## src/design/coa_defines.vh

```
// Constants for the operand addressing and decode logic.
`ifndef COA_DEFINES_VH
`define COA_DEFINES_VH

// ****************************************************************
// Operand modes
// ****************************************************************
`define COA_MODE_NONE 4'h0
`define COA_MODE_DIRECT 4'h1
`define COA_MODE_IND_SHORT 4'h2
`define COA_MODE_IND_WIDE 4'h3
`define COA_MODE_REGISTER 4'h4
`define COA_MODE_IMPLICIT 4'h5
`define COA_MODE_IMMEDIATE 4'h6
`define COA_MODE_INDEXED 4'h7
`define COA_MODE_BIT 4'h8

// ****************************************************************
// Implicit targets
// ****************************************************************
`define COA_IMP_NONE 3'h0
`define COA_IMP_ACC 3'h1
`define COA_IMP_CARRY 3'h2
`define COA_IMP_WIDE_PTR 3'h3
`define COA_IMP_ACC_B 3'h4

// ****************************************************************
// Immediate source
// ****************************************************************
`define COA_IMMSRC_NONE 2'h0
`define COA_IMMSRC_ONE 2'h1
`define COA_IMMSRC_TWO 2'h2
`define COA_IMMSRC_WIDE 2'h3

// ****************************************************************
// Fields, bases and reset values
// ****************************************************************
`define COA_BANK_MSB 4
`define COA_BANK_LSB 3
`define COA_SFR_BASE 8'h80
`define COA_BIT_RAM_BASE 4'h2
`define COA_RESET_BYTE 8'h00
`define COA_RESET_WORD 16'h0000
`define COA_LATENCY_CYCLES 1

`endif

```

## src/design/coa_bit_map.v

```verilog
// Maps a bit address of the 256-bit space onto its byte and bit index.
`include "coa_defines.vh"

module coa_bit_map (
  input wire [7:0] i_bit_addr,   // Bit address from the instruction
  output wire [7:0] o_byte_addr, // Byte holding the bit
  output wire [2:0] o_bit_index  // Position of the bit in that byte
);

  // Low half lives in RAM bytes 20h-2Fh; high half in Special_function_registers at multiples of 8.
  assign o_byte_addr = i_bit_addr[7] ? {i_bit_addr[7:3], 3'h0} :
    {`COA_BIT_RAM_BASE, i_bit_addr[6:3]};
  assign o_bit_index = i_bit_addr[2:0];

endmodule

```

## src/design/coa_operand_decoder.v

```verilog
// Operand addressing decoder for the 8-bit core.
`include "coa_defines.vh"

module coa_operand_decoder (
  input wire i_clock,                       // Core clock
  input wire i_rstn,                        // Synchronous reset, active low
  input wire i_valid,                       // Instruction bytes present
  input wire [7:0] i_opcode,                // Opcode byte
  input wire [7:0] i_operand_one,           // First byte after opcode
  input wire [7:0] i_operand_two,           // Second byte after opcode
  input wire [7:0] i_accumulator,           // Accumulator value
  input wire [15:0] i_wide_pointer_register, // Wide data pointer
  input wire [15:0] i_program_counter,      // Address of next instruction
  input wire [7:0] i_status_word,           // Program status word
  input wire [7:0] i_bank_register_zero,    // Pointer register 0 of bank
  input wire [7:0] i_bank_register_one,     // Pointer register 1 of bank
  output wire o_valid,                      // Decode result present
  output wire [3:0] o_mode,                 // Operand mode code
  output wire [2:0] o_implicit,             // Implicit target code
  output wire [7:0] o_ram_addr,             // Internal RAM or SFR address
  output wire o_sfr_select,                 // Direct-mode address falls in SFR space
  output wire [7:0] o_second_addr,          // Second direct address
  output wire o_second_valid,               // Second address in use
  output wire [15:0] o_wide_addr,           // Wide or program address
  output wire o_prog_read,                  // Program memory read
  output wire o_xdata,                      // External data space access
  output wire [15:0] o_immediate,           // Immediate value
  output wire o_imm_valid,                  // Immediate value in use
  output wire [7:0] o_bit_byte_addr,        // Byte holding the bit
  output wire [2:0] o_bit_index             // Bit position in that byte
);

  // ****************************************************************
  // Decode functions
  // ****************************************************************
  function [3:0] coa_mode;
    input [7:0] op;
    reg [3:0] hi;
    begin
      hi = op[7:4];
      coa_mode = `COA_MODE_NONE;
      if (op[3]) begin
        coa_mode = `COA_MODE_REGISTER;
      end else begin
        case (op[2:0])
          3'h6, 3'h7: begin
            coa_mode = `COA_MODE_IND_SHORT;
          end
          3'h5: begin
            coa_mode = (hi == 4'hA) ? `COA_MODE_NONE : `COA_MODE_DIRECT;
          end
          3'h4: begin
            case (hi)
              4'h0, 4'h1, 4'h8, 4'hA, 4'hC, 4'hD, 4'hE, 4'hF: begin
                coa_mode = `COA_MODE_IMPLICIT;
              end
              default: begin
                coa_mode = `COA_MODE_IMMEDIATE;
              end
            endcase
          end
          3'h3: begin
            case (hi)
              4'h4, 4'h5, 4'h6: coa_mode = `COA_MODE_DIRECT;
              4'h7, 4'h8, 4'h9: coa_mode = `COA_MODE_INDEXED;
              4'hE, 4'hF: coa_mode = `COA_MODE_IND_SHORT;
              default: coa_mode = `COA_MODE_IMPLICIT;
            endcase
          end
          3'h2: begin
            case (hi)
              4'h0, 4'h1, 4'h2, 4'h3: coa_mode = `COA_MODE_NONE;
              4'h4, 4'h5, 4'h6: coa_mode = `COA_MODE_DIRECT;
              4'hE, 4'hF: coa_mode = `COA_MODE_IND_SHORT;
              default: coa_mode = `COA_MODE_BIT;
            endcase
          end
          3'h0: begin
            case (hi)
              4'h1, 4'h2, 4'h3, 4'hA, 4'hB: coa_mode = `COA_MODE_BIT;
              4'h9: coa_mode = `COA_MODE_IMMEDIATE;
              4'hC, 4'hD: coa_mode = `COA_MODE_DIRECT;
              4'hE, 4'hF: coa_mode = `COA_MODE_IND_WIDE;
              default: coa_mode = `COA_MODE_NONE;
            endcase
          end
          default: begin
            coa_mode = `COA_MODE_NONE;
          end
        endcase
      end
    end
  endfunction

  function [2:0] coa_implicit;
    input [7:0] op;
    begin
      case (op)
        8'h04, 8'h14, 8'hC4, 8'hD4, 8'hE4, 8'hF4: coa_implicit = `COA_IMP_ACC;
        8'h03, 8'h13, 8'h23, 8'h33: coa_implicit = `COA_IMP_ACC;
        8'h84, 8'hA4: coa_implicit = `COA_IMP_ACC_B;
        8'hA3: coa_implicit = `COA_IMP_WIDE_PTR;
        8'hB3, 8'hC3, 8'hD3: coa_implicit = `COA_IMP_CARRY;
        default: coa_implicit = `COA_IMP_NONE;
      endcase
    end
  endfunction

  // Immediates also ride along with register, direct and indirect modes.
  function [1:0] coa_imm_src;
    input [7:0] op;
    begin
      coa_imm_src = `COA_IMMSRC_NONE;
      if (op == 8'h90) begin
        coa_imm_src = `COA_IMMSRC_WIDE;
      end else if (op == 8'h75 || op == 8'h43 || op == 8'h53 ||
                   op == 8'h63) begin
        coa_imm_src = `COA_IMMSRC_TWO;
      end else if (op[7:4] == 4'h7 && (op[3] || op[2:1] == 2'h3)) begin
        coa_imm_src = `COA_IMMSRC_ONE;
      end else if (coa_mode(op) == `COA_MODE_IMMEDIATE) begin
        coa_imm_src = `COA_IMMSRC_ONE;
      end
    end
  endfunction

  // ****************************************************************
  // Combinational resolution
  // ****************************************************************
  wire [3:0] mode_now = coa_mode(i_opcode);
  wire [1:0] imm_src = coa_imm_src(i_opcode);
  wire [1:0] bank = i_status_word[`COA_BANK_MSB:`COA_BANK_LSB];
  wire [7:0] bit_byte;
  wire [2:0] bit_idx;

  coa_bit_map u_bit_map (
    .i_bit_addr(i_operand_one),
    .o_byte_addr(bit_byte),
    .o_bit_index(bit_idx)
  );

  reg [7:0] ram_addr_next;
  reg [15:0] wide_addr_next;
  reg [15:0] imm_next;
  reg [7:0] second_next;
  reg second_valid_next;
  always @* begin
    ram_addr_next = `COA_RESET_BYTE;
    wide_addr_next = `COA_RESET_WORD;
    case (mode_now)
      `COA_MODE_DIRECT: begin
        ram_addr_next = i_operand_one;
      end
      `COA_MODE_REGISTER: begin
        ram_addr_next = {3'h0, bank, i_opcode[2:0]};
      end
      `COA_MODE_IND_SHORT: begin
        ram_addr_next = i_opcode[0] ? i_bank_register_one :
          i_bank_register_zero;
      end
      `COA_MODE_IND_WIDE: begin
        wide_addr_next = i_wide_pointer_register;
      end
      `COA_MODE_INDEXED: begin
        wide_addr_next = (i_opcode == 8'h83) ?
          i_program_counter + {8'h00, i_accumulator} :
          i_wide_pointer_register + {8'h00, i_accumulator};
      end
      `COA_MODE_BIT: begin
        ram_addr_next = bit_byte;
      end
      default: begin
        ram_addr_next = `COA_RESET_BYTE;
      end
    endcase
  end

  always @* begin
    case (imm_src)
      `COA_IMMSRC_ONE: imm_next = {8'h00, i_operand_one};
      `COA_IMMSRC_TWO: imm_next = {8'h00, i_operand_two};
      `COA_IMMSRC_WIDE: imm_next = {i_operand_one, i_operand_two};
      default: imm_next = `COA_RESET_WORD;
    endcase
  end

  // Move between two direct places carries the source first.
  always @* begin
    second_valid_next = 1'b1;
    second_next = i_operand_one;
    if (i_opcode == 8'h85) begin
      second_next = i_operand_two;
    end else if (!((i_opcode[7:4] == 4'h8 || i_opcode[7:4] == 4'hA) &&
                   (i_opcode[3] || i_opcode[2:1] == 2'h3))) begin
      second_valid_next = 1'b0;
      second_next = `COA_RESET_BYTE;
    end
  end

  // ****************************************************************
  // Output registers
  // ****************************************************************
  // One stage keeps every decode at a fixed single-cycle latency.
  reg valid_reg;
  reg [3:0] mode_reg;
  reg [2:0] implicit_reg;
  reg [7:0] ram_addr_reg;
  reg sfr_reg;
  reg [7:0] second_reg;
  reg second_valid_reg;
  reg [15:0] wide_addr_reg;
  reg prog_read_reg;
  reg xdata_reg;
  reg [15:0] imm_reg;
  reg imm_valid_reg;
  reg [7:0] bit_byte_reg;
  reg [2:0] bit_index_reg;

  always @(posedge i_clock) begin
    if (!i_rstn) begin
      valid_reg <= 1'b0;
      mode_reg <= `COA_MODE_NONE;
      implicit_reg <= `COA_IMP_NONE;
      ram_addr_reg <= `COA_RESET_BYTE;
      sfr_reg <= 1'b0;
      second_reg <= `COA_RESET_BYTE;
      second_valid_reg <= 1'b0;
      wide_addr_reg <= `COA_RESET_WORD;
      prog_read_reg <= 1'b0;
      xdata_reg <= 1'b0;
      imm_reg <= `COA_RESET_WORD;
      imm_valid_reg <= 1'b0;
      bit_byte_reg <= `COA_RESET_BYTE;
      bit_index_reg <= 3'h0;
    end else begin
      valid_reg <= i_valid;
      if (i_valid) begin
        mode_reg <= mode_now;
        implicit_reg <= coa_implicit(i_opcode);
        ram_addr_reg <= ram_addr_next;
        sfr_reg <= (mode_now == `COA_MODE_DIRECT) &&
          (i_operand_one >= `COA_SFR_BASE);
        second_reg <= second_next;
        second_valid_reg <= second_valid_next;
        wide_addr_reg <= wide_addr_next;
        prog_read_reg <= (i_opcode == 8'h83) || (i_opcode == 8'h93);
        xdata_reg <= (i_opcode[7:5] == 3'h7) && (i_opcode[3:2] == 2'h0) &&
          (i_opcode[1:0] != 2'h1);
        imm_reg <= imm_next;
        imm_valid_reg <= (imm_src != `COA_IMMSRC_NONE);
        bit_byte_reg <= (mode_now == `COA_MODE_BIT) ? bit_byte :
          `COA_RESET_BYTE;
        bit_index_reg <= (mode_now == `COA_MODE_BIT) ? bit_idx : 3'h0;
      end
    end
  end

  assign o_valid = valid_reg;
  assign o_mode = mode_reg;
  assign o_implicit = implicit_reg;
  assign o_ram_addr = ram_addr_reg;
  assign o_sfr_select = sfr_reg;
  assign o_second_addr = second_reg;
  assign o_second_valid = second_valid_reg;
  assign o_wide_addr = wide_addr_reg;
  assign o_prog_read = prog_read_reg;
  assign o_xdata = xdata_reg;
  assign o_immediate = imm_reg;
  assign o_imm_valid = imm_valid_reg;
  assign o_bit_byte_addr = bit_byte_reg;
  assign o_bit_index = bit_index_reg;

endmodule

```

## config.mk

```make
export PLATFORM = sky130hd
export DESIGN_NAME = coa_operand_decoder
export DESIGN_NICKNAME = d
export VERILOG_FILES = /design/src/design/coa_bit_map.v /design/src/design/coa_operand_decoder.v
export VERILOG_INCLUDE_DIRS = /design/src /design/src/design
export SDC_FILE = /design/constraint.sdc
export NUM_CORES = 1
export LEC_CHECK = 0
export BUFFER_PORTS_ARGS = -buffer_cell sky130_fd_sc_hd__buf_2
export CAP_MARGIN = 20
export CELL_PAD_IN_SITES_DETAIL_PLACEMENT = 0
export CELL_PAD_IN_SITES_GLOBAL_PLACEMENT = 1
export CORE_MARGIN = 2
export CORE_UTILIZATION = 33
export DETAILED_ROUTE_END_ITERATION = 10
export HOLD_SLACK_MARGIN = 0.05
export PLACE_DENSITY = 0.74
export SYNTH_ARGS = -nofsm -noshare
export SYNTH_HDL_FRONTEND = slang
export SYNTH_HIERARCHICAL = 1
export SYNTH_SLANG_ARGS = --single-unit
```

## constraint.sdc

```tcl
create_clock -name i_clock -period 3.8 [get_ports i_clock]
set_clock_uncertainty 0.1 [all_clocks]
set_input_delay 0.76 -clock i_clock [delete_from_list [all_inputs] [get_ports i_clock]]
set_output_delay 0.76 -clock i_clock [all_outputs]
set_load 0.01 [all_outputs]
```

**After elaboration in Yosys (flattened, before gate mapping)**

Memories as Yosys holds them, arrays and structs flattened.
Cells that the tools add are included.

- Flip-flop bits (word level): 72
- ROM bits: 384
- Input bits: 91
- Memories: 8

Memory list:

| name | depth | width | rd ports | clocked after Yosys merged registers in | write ports | line | text |
|---|---|---|---|---|---|---|---|
| (no name shown) | 16 | 4 | 1 | 0 | 0 | coa_operand_decoder.v:79 | `case (hi)` |
| (no name shown) | 16 | 4 | 1 | 0 | 0 | coa_operand_decoder.v:79 |  |
| (no name shown) | 16 | 3 | 1 | 0 | 0 | coa_operand_decoder.v:63 | `case (hi)` |
| (no name shown) | 16 | 3 | 1 | 0 | 0 | coa_operand_decoder.v:71 | `case (hi)` |
| (no name shown) | 16 | 3 | 1 | 0 | 0 | coa_operand_decoder.v:63 |  |
| (no name shown) | 16 | 3 | 1 | 0 | 0 | coa_operand_decoder.v:71 |  |
| 2 more memories | - | - | - | - | - | - |  |

- Add/subtract/negate cells: 2
- Order comparisons: 1
- Eq/ne operators: 46
- Multiplexer cells: 25
- Reductions and logical operators: 18

Operators with widths:

| operator | number |
|---|---|
| $eq A8 B8 Y1 const B | 14 |
| $pmux W16 S3 | 1 |
| $pmux W4 S6 | 2 |
| $mux W8 | 5 |
| $add A16 B8 Y16 | 2 |
| $eq A8 B7 Y1 const B | 4 |
| $pmux W16 S2 | 1 |
| $pmux W8 S4 | 1 |
| $mux W4 | 5 |
| $eq A4 B3 Y1 const B | 4 |
| $eq A8 B5 Y1 const B | 2 |
| $eq A8 B6 Y1 const B | 2 |
| $mux W16 | 1 |
| $eq A3 B3 Y1 const B | 5 |
| $eq A4 B4 Y1 const B | 3 |
| $pmux W3 S4 | 1 |
| $reduce_or A10 Y1 | 1 |
| $eq A4 B2 Y1 const B | 2 |
| $eq A8 B2 Y1 const B | 1 |
| $eq A8 B3 Y1 const B | 1 |
| $ge A8 B8 Y1 const B | 1 |
| $eq A2 B2 Y1 const B | 3 |
| $eq A3 B2 Y1 const B | 2 |
| $logic_or A1 B1 Y1 | 6 |
| 12 further kinds | 22 |

**Longest topological paths before layout**

Gate-level depths: netlist (run 1).

- Depth in word-level cells: 14
- Mapped depth: 17
- Mapped depth without buffers: 13

**Modules after synthesis**

The synthesis (run 1) kept the hierarchy.

By module, submodules not included:

| module | times used | cells an instance | area each (um^2) |
|---|---|---|---|
| coa_operand_decoder | 1 | 555 | 4615.7 |
| coa_bit_map | 1 | 11 | 92.6 |

**Worst setup path after synthesis (run 1)**

Ideal clock, no wire load.

- Kind: input-to-reg
- From: input port i_opcode[1]
- To: register wide_addr_reg[15], in the netlist o_wide_addr[15]
- Arrival: 3.763 ns
- Data required time: 3.583 ns
- Slack: -0.180 ns
- Cell stages on the path: 16
- Path buffers: 4
- Path through: buf_4 -> buf_4 -> and4bb_2 -> nand3_1 -> clkbuf_1 -> clkbuf_1 -> nand2_1 -> nand2_1 -> ha_1 -> a211o_1 -> a21oi_1 -> o21ai_0 -> nand4_1 -> mux2i_1 -> o211ai_1 -> a32o_1

- Longest elaborated chain between the ends: 6
- Elaborated cells on any way between the ends: 15
- Those cells by class: eq/ne (9); mux (4); reduce/logical (2)

RTL lines:

| element | line | text |
|---|---|---|
| start: declaration | coa_operand_decoder.v:8 | `input wire [7:0] i_opcode,` |
| $eq A3 B3 Y1 | coa_operand_decoder.v:45 | `case (op[2:0])` |
| $reduce_or A2 Y1 | coa_operand_decoder.v:45 |  |
| $pmux W4 S6 | coa_operand_decoder.v:45 |  |
| $mux W4 | coa_operand_decoder.v:42 | `if (op[3]) begin` |
| $eq A4 B3 Y1 or $eq A4 B2 Y1 (tied branches) | coa_operand_decoder.v:150 | `case (mode_now)` |
| $pmux W16 S2 * | coa_operand_decoder.v:150 |  |
| end signal: assignment | coa_operand_decoder.v:228 | `` wide_addr_reg <= `COA_RESET_WORD; `` |
| end signal: assignment | coa_operand_decoder.v:245 | `wide_addr_reg <= wide_addr_next;` |
| end: declaration | coa_operand_decoder.v:211 | `reg [15:0] wide_addr_reg;` |

Mark *: on every way between the ends. The rest lies on a longest branch, timed or not.
A chain may end at the register's enable or synchronous reset.

**Worst setup path in the final report (run 1)**

- From: input port i_opcode[3]
- To: register wide_addr_reg[9], in the netlist o_wide_addr[9]

- Longest elaborated chain between the ends: 3
- Elaborated cells on any way between the ends: 6
- Those cells by class: eq/ne (3); mux (3)

RTL lines:

| element | line | text |
|---|---|---|
| $eq A8 B8 Y1 or $mux W4 (tied branches) | coa_operand_decoder.v:165, coa_operand_decoder.v:42 |  |
| $mux W16, or another cell as far along | coa_operand_decoder.v:165 | `wide_addr_next = (i_opcode == 8'h83) ?` |
| $pmux W16 S2 * | coa_operand_decoder.v:150 |  |

Marks and branches as above.

==> results of run 1 <==
-- layer usage --
metal  global-route usage (%)  part of all wire, %  vias up
met2                     32.4                   46      152
met1                     26.7                   46     2249
met4                     6.68                  1.7        0
met5                        0                    0        -
li1                         -                    -     2387
met3                     2.68                  5.9       18
-- flip-flops by register name, indices dropped and copies added, names as in the netlist --
signal	flops
o_wide_addr	16
o_bit_byte_addr	8
o_imm_valid	1
o_immediate	16
o_second_addr	8
o_sfr_select	1
o_prog_read	1
o_second_valid	1
o_xdata	1
o_valid	1
o_implicit	3
o_mode	4
o_ram_addr	8
o_bit_index	3
-- through the flow --
stage | std cells | total power, W
6_report | 902 | 0.00220
5_1_grt | 902 | 0.00228
4_1_cts | 902 | 0.00221
3_5_place_dp | 886 | 0.00120
3_3_place_gp | 886 | 0.00119
2_1_floorplan | 566 | 0.00105
-- cell families (layout without fill, tap and decap cells) --
group / after synthesis / count (layout)
XOR/XNOR: 12 / 12
flip-flops: 72 / 72
AND/OR/NAND/NOR: 233 / 233
AO/OA/AOI/OAI: 158 / 158
buffers and inverters: 53 / 209
adder cells (fa/ha/maj): 14 / 14
multiplexers: 24 / 24
-- power by group through the flow --
stage	sequential [W]	clock, W	combinational (W)
final	0.000783	0.00102	0.000398
after floorplan	0.000806	0	0.000242
after global routing	0.000784	0.00106	0.000437
after CTS	0.000783	0.00103	0.000398
after detailed placement	0.000799	0	0.000396
after global placement	0.000799	0	0.000392
-- how the worst min path moves through the flow --
stage,start,to,slack (ps),cells past startpoint
floorplan,o_imm_valid,o_imm_valid,360,2
global placement,o_second_valid,o_second_valid,330,2
detailed placement,o_imm_valid,o_imm_valid,330,2
CTS,o_imm_valid,o_imm_valid,340,2
global route,o_second_addr[6],o_second_addr[6],370,2
finish,o_second_valid,o_second_valid,340,2
-- final cells by class --
cell class	count	area [sq um]	area share (%)
timing repair buffer	185	998	16.5
inverter	8	30.0	0.497
multi-input combinational	441	2990	49.5
clock inverter	6	116	1.93
tap	180	225	3.73
clock buffer	10	239	3.95
sequential	72	1440	23.8
-- Yosys cell counts (all sizes together), types with 9 or more instances --
library cell,instances,share of area (%)
nand2,92,7.3
dfxtp,72,31
o21ai,38,4.0
nand3,32,3.5
buf,24,3.6
nand2b,23,3.1
clkbuf,21,1.7
a21boi,20,3.4
a21oi,19,2.3
mux2i,16,3.4
nor2,15,1.5
nand4,14,1.9
ha,13,3.5
a22o,9,1.7
nor2b,9,1.2
-- critical path: stages --
cell and delay (ps):
buf_2 100, and4bb_2 320, nand3_1 280, buf_4 330, nand2_1 90, nand2_1 50
ha_1 280, inv_1 70, o21ai_0 520, nand3_1 210, a2111oi_0 480, o31ai_1 130
==> qor.txt, run 1 <==
Hold WC Path Type: flop to flop
HPWL Detailed: 11.5 mm
Switching Share: 27.2%
gr usage total: 19.8%
Detailed Routing Iterations Pass 1: 5
DP Area: 5690 sq um
Cells after Synth: 566
RSZ-0062 raised after global routing: no
Reg2Reg Capture Point: o_ram_addr[1]
Critical Path RT: 3920 ps
reg-to-reg slack, setup: 2800 ps
pre-CTS WS: 17.4 ps
Final Setup Violations: 0
register area share after synthesis: 30.6%
antenna diode instance count: 0
Reg2Reg Depth: 2
Port Buffers: 156
die area: 15200 sq um
post-synthesis mux area share: 5.39%
initial antenna violation count: 0
Worst slew margin: 45.2%
Clock Sinks: 72
clock buffer depth: 2
worst setup path end: o_wide_addr[9]
leakage: 2.71 nW
final setup TNS: 0 ps
Worst Path Class, Setup: primary input to flop
# nets final: 822
DR vias: 4806
worst slew pin tran: 820 ps
Area growth, synth to finish: 28.4%
initial core utilization: 33.8%
Final Hold Viols: 0
internal power: 0.00160 W
gpl congestion: 0.936
Post-Syn Nets: 671
CTS root buffer: clkbuf_16
P_sw: 0.000598 W
status: finished, final reports clean
most common cell after layout, fill and taps aside: buf_2
layout cell share with drive strength beyond 1: 33.4%
Final Max Slew Viols: 0
pin count of the biggest net entering global routing: 48
post-synthesis cell area: 4710 sq um
Vias/cell: 5.33
Max Clk Rate: 0.285 GHz
Adder-Cell Fraction of Synth Area: 3.88%
crit-path max FO: 20
Worst Setup SP: i_opcode[3]
Reg power frac: 35.6%
main combinational cell family by area after synthesis: simple AND/OR/NAND/NOR gates
Core ar.: 13900 sq um
starting DRC count in detailed routing: 425
Async SR Flop Fraction: 0%
Final Worst Setup Slack: 295 ps
Worst VDD drop: 213 uV
flops & latches, synth: 72
clock-pin slew on the worst setup and hold paths: 60 ps
commonest cells after routing, fill and taps aside: buf_2, nand2_1, dfxtp_1
max_cap viols: 0
DRC: 0
Die X: 123 um
# IOs: 163
post-cts gate resize count: 0
Logic pwr share: 18.1%
pwr/cell area: 364 nW/um^2
Post-Synth XOR/XNOR Area: 2.23%
period utilization: 92.2%
Yosys warning count: 6
vias in the first global route: 4488
grt ovf: 0
Synth cell types: 84
Total Wirelength: 15.3 mm
first-pass GRT wire length: 23.2 mm
cell row count: 43
Clock Latency Late Sink: 340 ps
hold_buf cts: 0
CTS Buf Count: 9
clock network power share: 46.3%
height of the die: 123 um
Compound-Gate Fraction of Synth Area: 25.4%
Layout Utilization: 43.4%
# fillers: 1423
Post-Synth Simple-Gate Area: 26.5%
CTS tree: done
Post-CTS Setup Inserts: 0
worst hold margin: 341 ps
syn_area_per_cell: 8.32 sq um
crit start category: primary input
Routed WL per cell: 17.0 um
Main synth FF type: dfxtp_1
crit end category: flop
antenna-violating nets left: 0
minimum clock period: 3500 ps
CP arrival: 3620 ps
design area: 6040 sq um
number of synthesized flops with an enable pin: 0
worst r2r src: o_ram_addr[1]
CTS H-tree lvls: 3
(Power assumes the default switching activity.)
==> run 2, diff against run 1 <==
--- a/config.mk
+++ b/config.mk
@@ -6,14 +6,16 @@
 export SDC_FILE = /design/constraint.sdc
 export NUM_CORES = 1
 export LEC_CHECK = 0
+export ABC_AREA = 1
 export BUFFER_PORTS_ARGS = -buffer_cell sky130_fd_sc_hd__buf_2
 export CAP_MARGIN = 20
 export CELL_PAD_IN_SITES_DETAIL_PLACEMENT = 0
 export CELL_PAD_IN_SITES_GLOBAL_PLACEMENT = 1
 export CORE_MARGIN = 2
-export CORE_UTILIZATION = 33
+export CORE_UTILIZATION = 31
 export DETAILED_ROUTE_END_ITERATION = 10
 export HOLD_SLACK_MARGIN = 0.05
+export MAX_ROUTING_LAYER = met4
 export PLACE_DENSITY = 0.74
 export SYNTH_ARGS = -nofsm -noshare
 export SYNTH_HDL_FRONTEND = slang
==> qor.txt, run 2 <==
post-synthesis cell area: 4610 sq um
period utilization: 82.7%
post-cts gate resize count: 0
Hold WC Path Type: flop to flop
initial core utilization: 31.7%
# IOs: 163
Critical Path RT: 3980 ps
Area growth, synth to finish: 26.4%
starting DRC count in detailed routing: 158
max_cap viols: 0
Final Max Slew Viols: 0
minimum clock period: 3140 ps
HPWL Detailed: 11.4 mm
CTS tree: done
Final Worst Setup Slack: 656 ps
most common cell after layout, fill and taps aside: nand2_1
Worst VDD drop: 227 uV
antenna-violating nets left: 0
final setup TNS: 0 ps
hold_buf cts: 0
cell row count: 44
Port Buffers: 156
reg-to-reg slack, setup: 3020 ps
synth top area cells: dfxtp_1, nand2_1, nor2_1
Worst Path Class, Setup: primary input to flop
commonest cells after routing, fill and taps aside: nand2_1, buf_2, nor2_1
Synth cell types: 45
crit-path max FO: 17
Vias/cell: 4.67
leakage: 3.08 nW
total chip power: 0.00204 W
# nets final: 957
layout cell share with drive strength beyond 1: 27.7%
vias in the first global route: 4593
Die X: 126 um
Clock Latency Late Sink: 340 ps
design area: 5830 sq um
DR vias: 4868
# fillers: 1634
Cells after Synth: 704
first-pass GRT wire length: 23.7 mm
clock-pin slew on the worst setup and hold paths: 60 ps
RSZ-0062 raised after global routing: no
Core ar.: 14500 sq um
Worst Setup SP: i_opcode[5]
die area: 15900 sq um
top-area cell type share of the netlist area: 31.3%
Final Hold Viols: 0
DRC: 0
pin count of the biggest net entering global routing: 45
Final Setup Violations: 0
synth cell count leaders: nand2_1, nor2_1, dfxtp_1, inv_1, nand3_1
Post-CTS Setup Inserts: 0
clock buffer depth: 2
Clock Sinks: 72
cell with the most instances after synthesis: nand2_1
CP arrival: 3320 ps
CTS root buffer: clkbuf_16
Post-Syn Nets: 809
Yosys warning count: 6
pwr/cell area: 350 nW/um^2
worst r2r src: o_imm_valid
DP Area: 5520 sq um
initial antenna violation count: 1
Total Wirelength: 14.8 mm
number of synthesized flops with an enable pin: 0
flops & latches, synth: 72
worst slew pin tran: 591 ps
gpl congestion: 0.860
Detailed Routing Iterations Pass 1: 5
Reg2Reg Depth: 4
Routed WL per cell: 14.2 um
Main synth FF type: dfxtp_1
grt ovf: 0
Async SR Flop Fraction: 0%
CTS H-tree lvls: 3
crit end category: flop
crit start category: primary input
syn_area_per_cell: 6.55 sq um
status: finished, final reports clean
height of the die: 126 um
Reg2Reg Capture Point: o_imm_valid
register area share after synthesis: 31.3%
pre-CTS WS: 284 ps
worst setup path end: o_wide_addr[10]
cell taking the most area after synthesis: dfxtp_1
gr usage total: 19.3%
CTS Buf Count: 9
Max Clk Rate: 0.318 GHz
Worst slew margin: 60.3%
Layout Utilization: 40.1%
run 2: layout make-up:
cell class / count / area, sq um / area share [%]
Multi-Input combinational cell: 534 / 2740 / 47.0
Inverter: 71 / 269 / 4.62
Tap cell: 184 / 230 / 3.95
Sequential cell: 72 / 1440 / 24.7
Timing Repair Buffer: 164 / 841 / 14.4
Clock buffer: 9 / 225 / 3.86
Clock inverter: 7 / 77.6 / 1.33
Antenna cell: 1 / 2.50 / 0.0429
run 2: cells by family (layout without fill, tap and decap cells):
family	count (synthesis)	in the layout	synth area share [%]
flops	72	72	31.3
buf+inv	98	251	9.31
simple gates	388	388	37.2
fa+ha+maj	14	14	3.96
compound gates	111	111	13.6
other cells	0	1	0
xor+xnor	6	6	1.14
mux	15	15	3.47
run 2: how the worst min path moves through the flow:
stage | start | to | depth (start not counted)
after floorplan | o_ram_addr[0] | o_ram_addr[0] | 2
after global placement | o_ram_addr[3] | o_ram_addr[3] | 2
after detailed placement | o_ram_addr[2] | o_ram_addr[2] | 2
after CTS | o_ram_addr[2] | o_ram_addr[2] | 2
after global routing | o_ram_addr[4] | o_ram_addr[4] | 2
final | o_ram_addr[2] | o_ram_addr[2] | 2
run 2: stage by stage:
stage               cells  hold slack (ps)
global route         1042              362
global placement     1025              334
CTS                  1041              351
detailed placement   1025              337
floorplan             704              376
finish               1042              348
run 2: critical path, stage by stage:
cell      delay, ps
buf_2           190
inv_2           100
nand2_1         130
nor2_4           50
nand2_4         190
mux2_2          360
ha_1            210
fa_1            420
nand3_1         100
nand2_1         110
nand2_1          80
nand3_1         110
nand2_1         120
nor2_2           70
nand3b_1        160
a21oi_1         150
run 2: layer usage:
layer	share of wire (%)	up-vias	track usage [%]
met1	46	2114	24.4
li1	-	2579	-
met4	0.95	0	4.14
met5	0	-	-
met2	45	162	30.2
met3	7.8	13	6.24
run 2: power breakdown:
group / leakage (nW) / internal, W / total (W) / switching (W)
Clock: 0.146 / 0.000514 / 0.000879 / 0.000365
Sequential: 0.586 / 0.000777 / 0.000787 / 0.0000105
Combinational: 2.35 / 0.000138 / 0.000375 / 0.000237
Total: 3.08 / 0.00143 / 0.00204 / 0.000613
==> run 3, diff against run 2 <==
==> constraint.sdc (replaced) <==
create_clock -name i_clock -period 2.5 [get_ports i_clock]
set_clock_uncertainty 0.1 [all_clocks]
set_input_delay 0.5 -clock i_clock [delete_from_list [all_inputs] [get_ports i_clock]]
set_output_delay 0.5 -clock i_clock [all_outputs]
set_load 0.01 [all_outputs]
==> qor.txt, run 3 (synthesis gave the netlist of run 2 again) <==
Register Area: 1440 sq um
gpl congestion: 0.862
minimum clock period: 2540 ps
design area: 6550 sq um
Core ar.: 14500 sq um
crit start category: primary input
crit-path max FO: 7
Clock Latency Late Sink: 330 ps
Detailed Routing Iterations Pass 1: 5
DR vias: 5070
worst hold stages: 2
CTS root buffer: clkbuf_16
DRC: 0
commonest cells after routing, fill and taps aside: nand2_1, buf_2, nor2_1
HPWL Detailed: 12.0 mm
Critical Path RT: 2670 ps
Vias/cell: 4.64
Final Hold Viols: 0
clock-pin slew on the worst setup and hold paths: 60 ps
Total Wirelength: 15.9 mm
Final Worst Setup Slack: -39.6 ps
Area growth, synth to finish: 42.1%
# nets final: 1008
grt ovf: 0
Final Setup Violations: 5
initial core utilization: 31.7%
GRT met3 Usage: 4.38%
cell row count: 44
antenna diode instance count: 0
CTS H-tree lvls: 3
clock buffer depth: 2
met2 Track Usage GR: 32.0%
pwr/cell area: 500 nW/um^2
area occupied by multi-input gates: 2970 sq um
height of the die: 126 um
pin count of the biggest net entering global routing: 45
pre-CTS WS: -357 ps
vias in the first global route: 4870
crit end category: flop
Worst VDD drop: 336 uV
Die X: 126 um
layout cell share with drive strength beyond 1: 34.6%
Max Clk Rate: 0.394 GHz
Final Max Slew Viols: 0
antenna-violating nets left: 0
worst slew pin tran: 451 ps
most used routing layer in global routing: met2
GR Util met1: 26.1%
# IOs: 163
reg-to-reg slack, setup: 1710 ps
CP arrival: 2710 ps
Clock Sinks: 72
Reg2Reg Depth: 4
starting DRC count in detailed routing: 201
HP Start: o_ram_addr[7]
status: finished with violations
Worst Path Class, Setup: primary input to flop
worst r2r src: o_implicit[0]
Port Buffers: 156
Worst slew margin: 69.9%
RSZ-0062 raised after global routing: yes
most common cell after layout, fill and taps aside: nand2_1
Routed WL per cell: 14.5 um
initial antenna violation count: 0
Reg2Reg Capture Point: o_implicit[0]
gr usage total: 20.1%
hold_buf cts: 0
CTS Buf Count: 9
failing checks: negative setup slack
max_cap viols: 0
DP Area: 5990 sq um
end of the worst hold path: o_ram_addr[7]
period utilization: 102%
die area: 15900 sq um
Hold WC Path Type: flop to flop
CTS tree: done
# fillers: 1558
leakage: 3.42 nW
first-pass GRT wire length: 25.0 mm
run 3: worst max-delay path by stage:
stage | from | endpoint | cells after the start
floorplan | i_opcode[7] | o_wide_addr[8] | 16
global placement | i_opcode[4] | o_wide_addr[14] | 18
detailed placement | i_opcode[4] | o_wide_addr[14] | 18
CTS | i_opcode[4] | o_wide_addr[14] | 18
global route | i_opcode[2] | o_wide_addr[15] | 18
finish | i_opcode[2] | o_wide_addr[13] | 18
run 3: power breakdown:
| part | internal, W | switching, W |
|---|---|---|
| registers | 0.00118 | 0.0000168 |
| clock network | 0.000835 | 0.000532 |
| logic | 0.000307 | 0.000406 |
run 3: routing by layer:
metal  up-vias  share of wire (%)
met2       159                 46
met5         -                  0
met1      2223                 47
met4         0                1.3
li1       2672                  -
met3        16                5.8
run 3: final cells by class:
class	count	share of cell area [%]
Multi-Input combinational cell	535	45.4
Sequential cell	72	22.0
Timing Repair Buffer	214	20.0
Inverter	71	4.30
Clock buffer	11	3.86
Tap cell	184	3.51
Clock inverter	5	0.974
run 3: critical path: stages:
cell and delay (ps):
buf_8 100, inv_6 50, nand2_4 50, nor2_4 220
buf_12 140, nand2_4 70, mux2_2 310, ha_4 300
nand2_2 60, nor2_2 100, nand3_1 80, nand3b_1 140
nand3_2 120, nand2_4 130, nand2_1 60, nand2_1 50
nand3_1 60, a21oi_1 150
run 3: metrics by stage:
| step | total power, W | util (%) | hold slack (ps) | setup TNS, ps | std cells |
|---|---|---|---|---|---|
| 2_1_floorplan | 0.00161 | - | 376 | -2010 | 704 |
| 3_3_place_gp | 0.00189 | 41.2 | 332 | -3440 | 1066 |
| 3_5_place_dp | 0.00189 | 41.2 | 336 | -3890 | 1066 |
| 4_1_cts | 0.00328 | 43.5 | 343 | 0 | 1082 |
| 5_1_grt | 0.00344 | 45.1 | 360 | -1360 | 1092 |
| 6_report | 0.00328 | 45.1 | 348 | -107 | 1092 |
run 3: repair_timing:
item | CTS | global route
pin swaps | 2 | 27
endpoints found under the setup margin | 1 | 12
gates resized for setup | 1 | 35
buffers inserted | 0 | 9
cloned | 0 | 1
endpoints found under the hold margin | 0 | 0
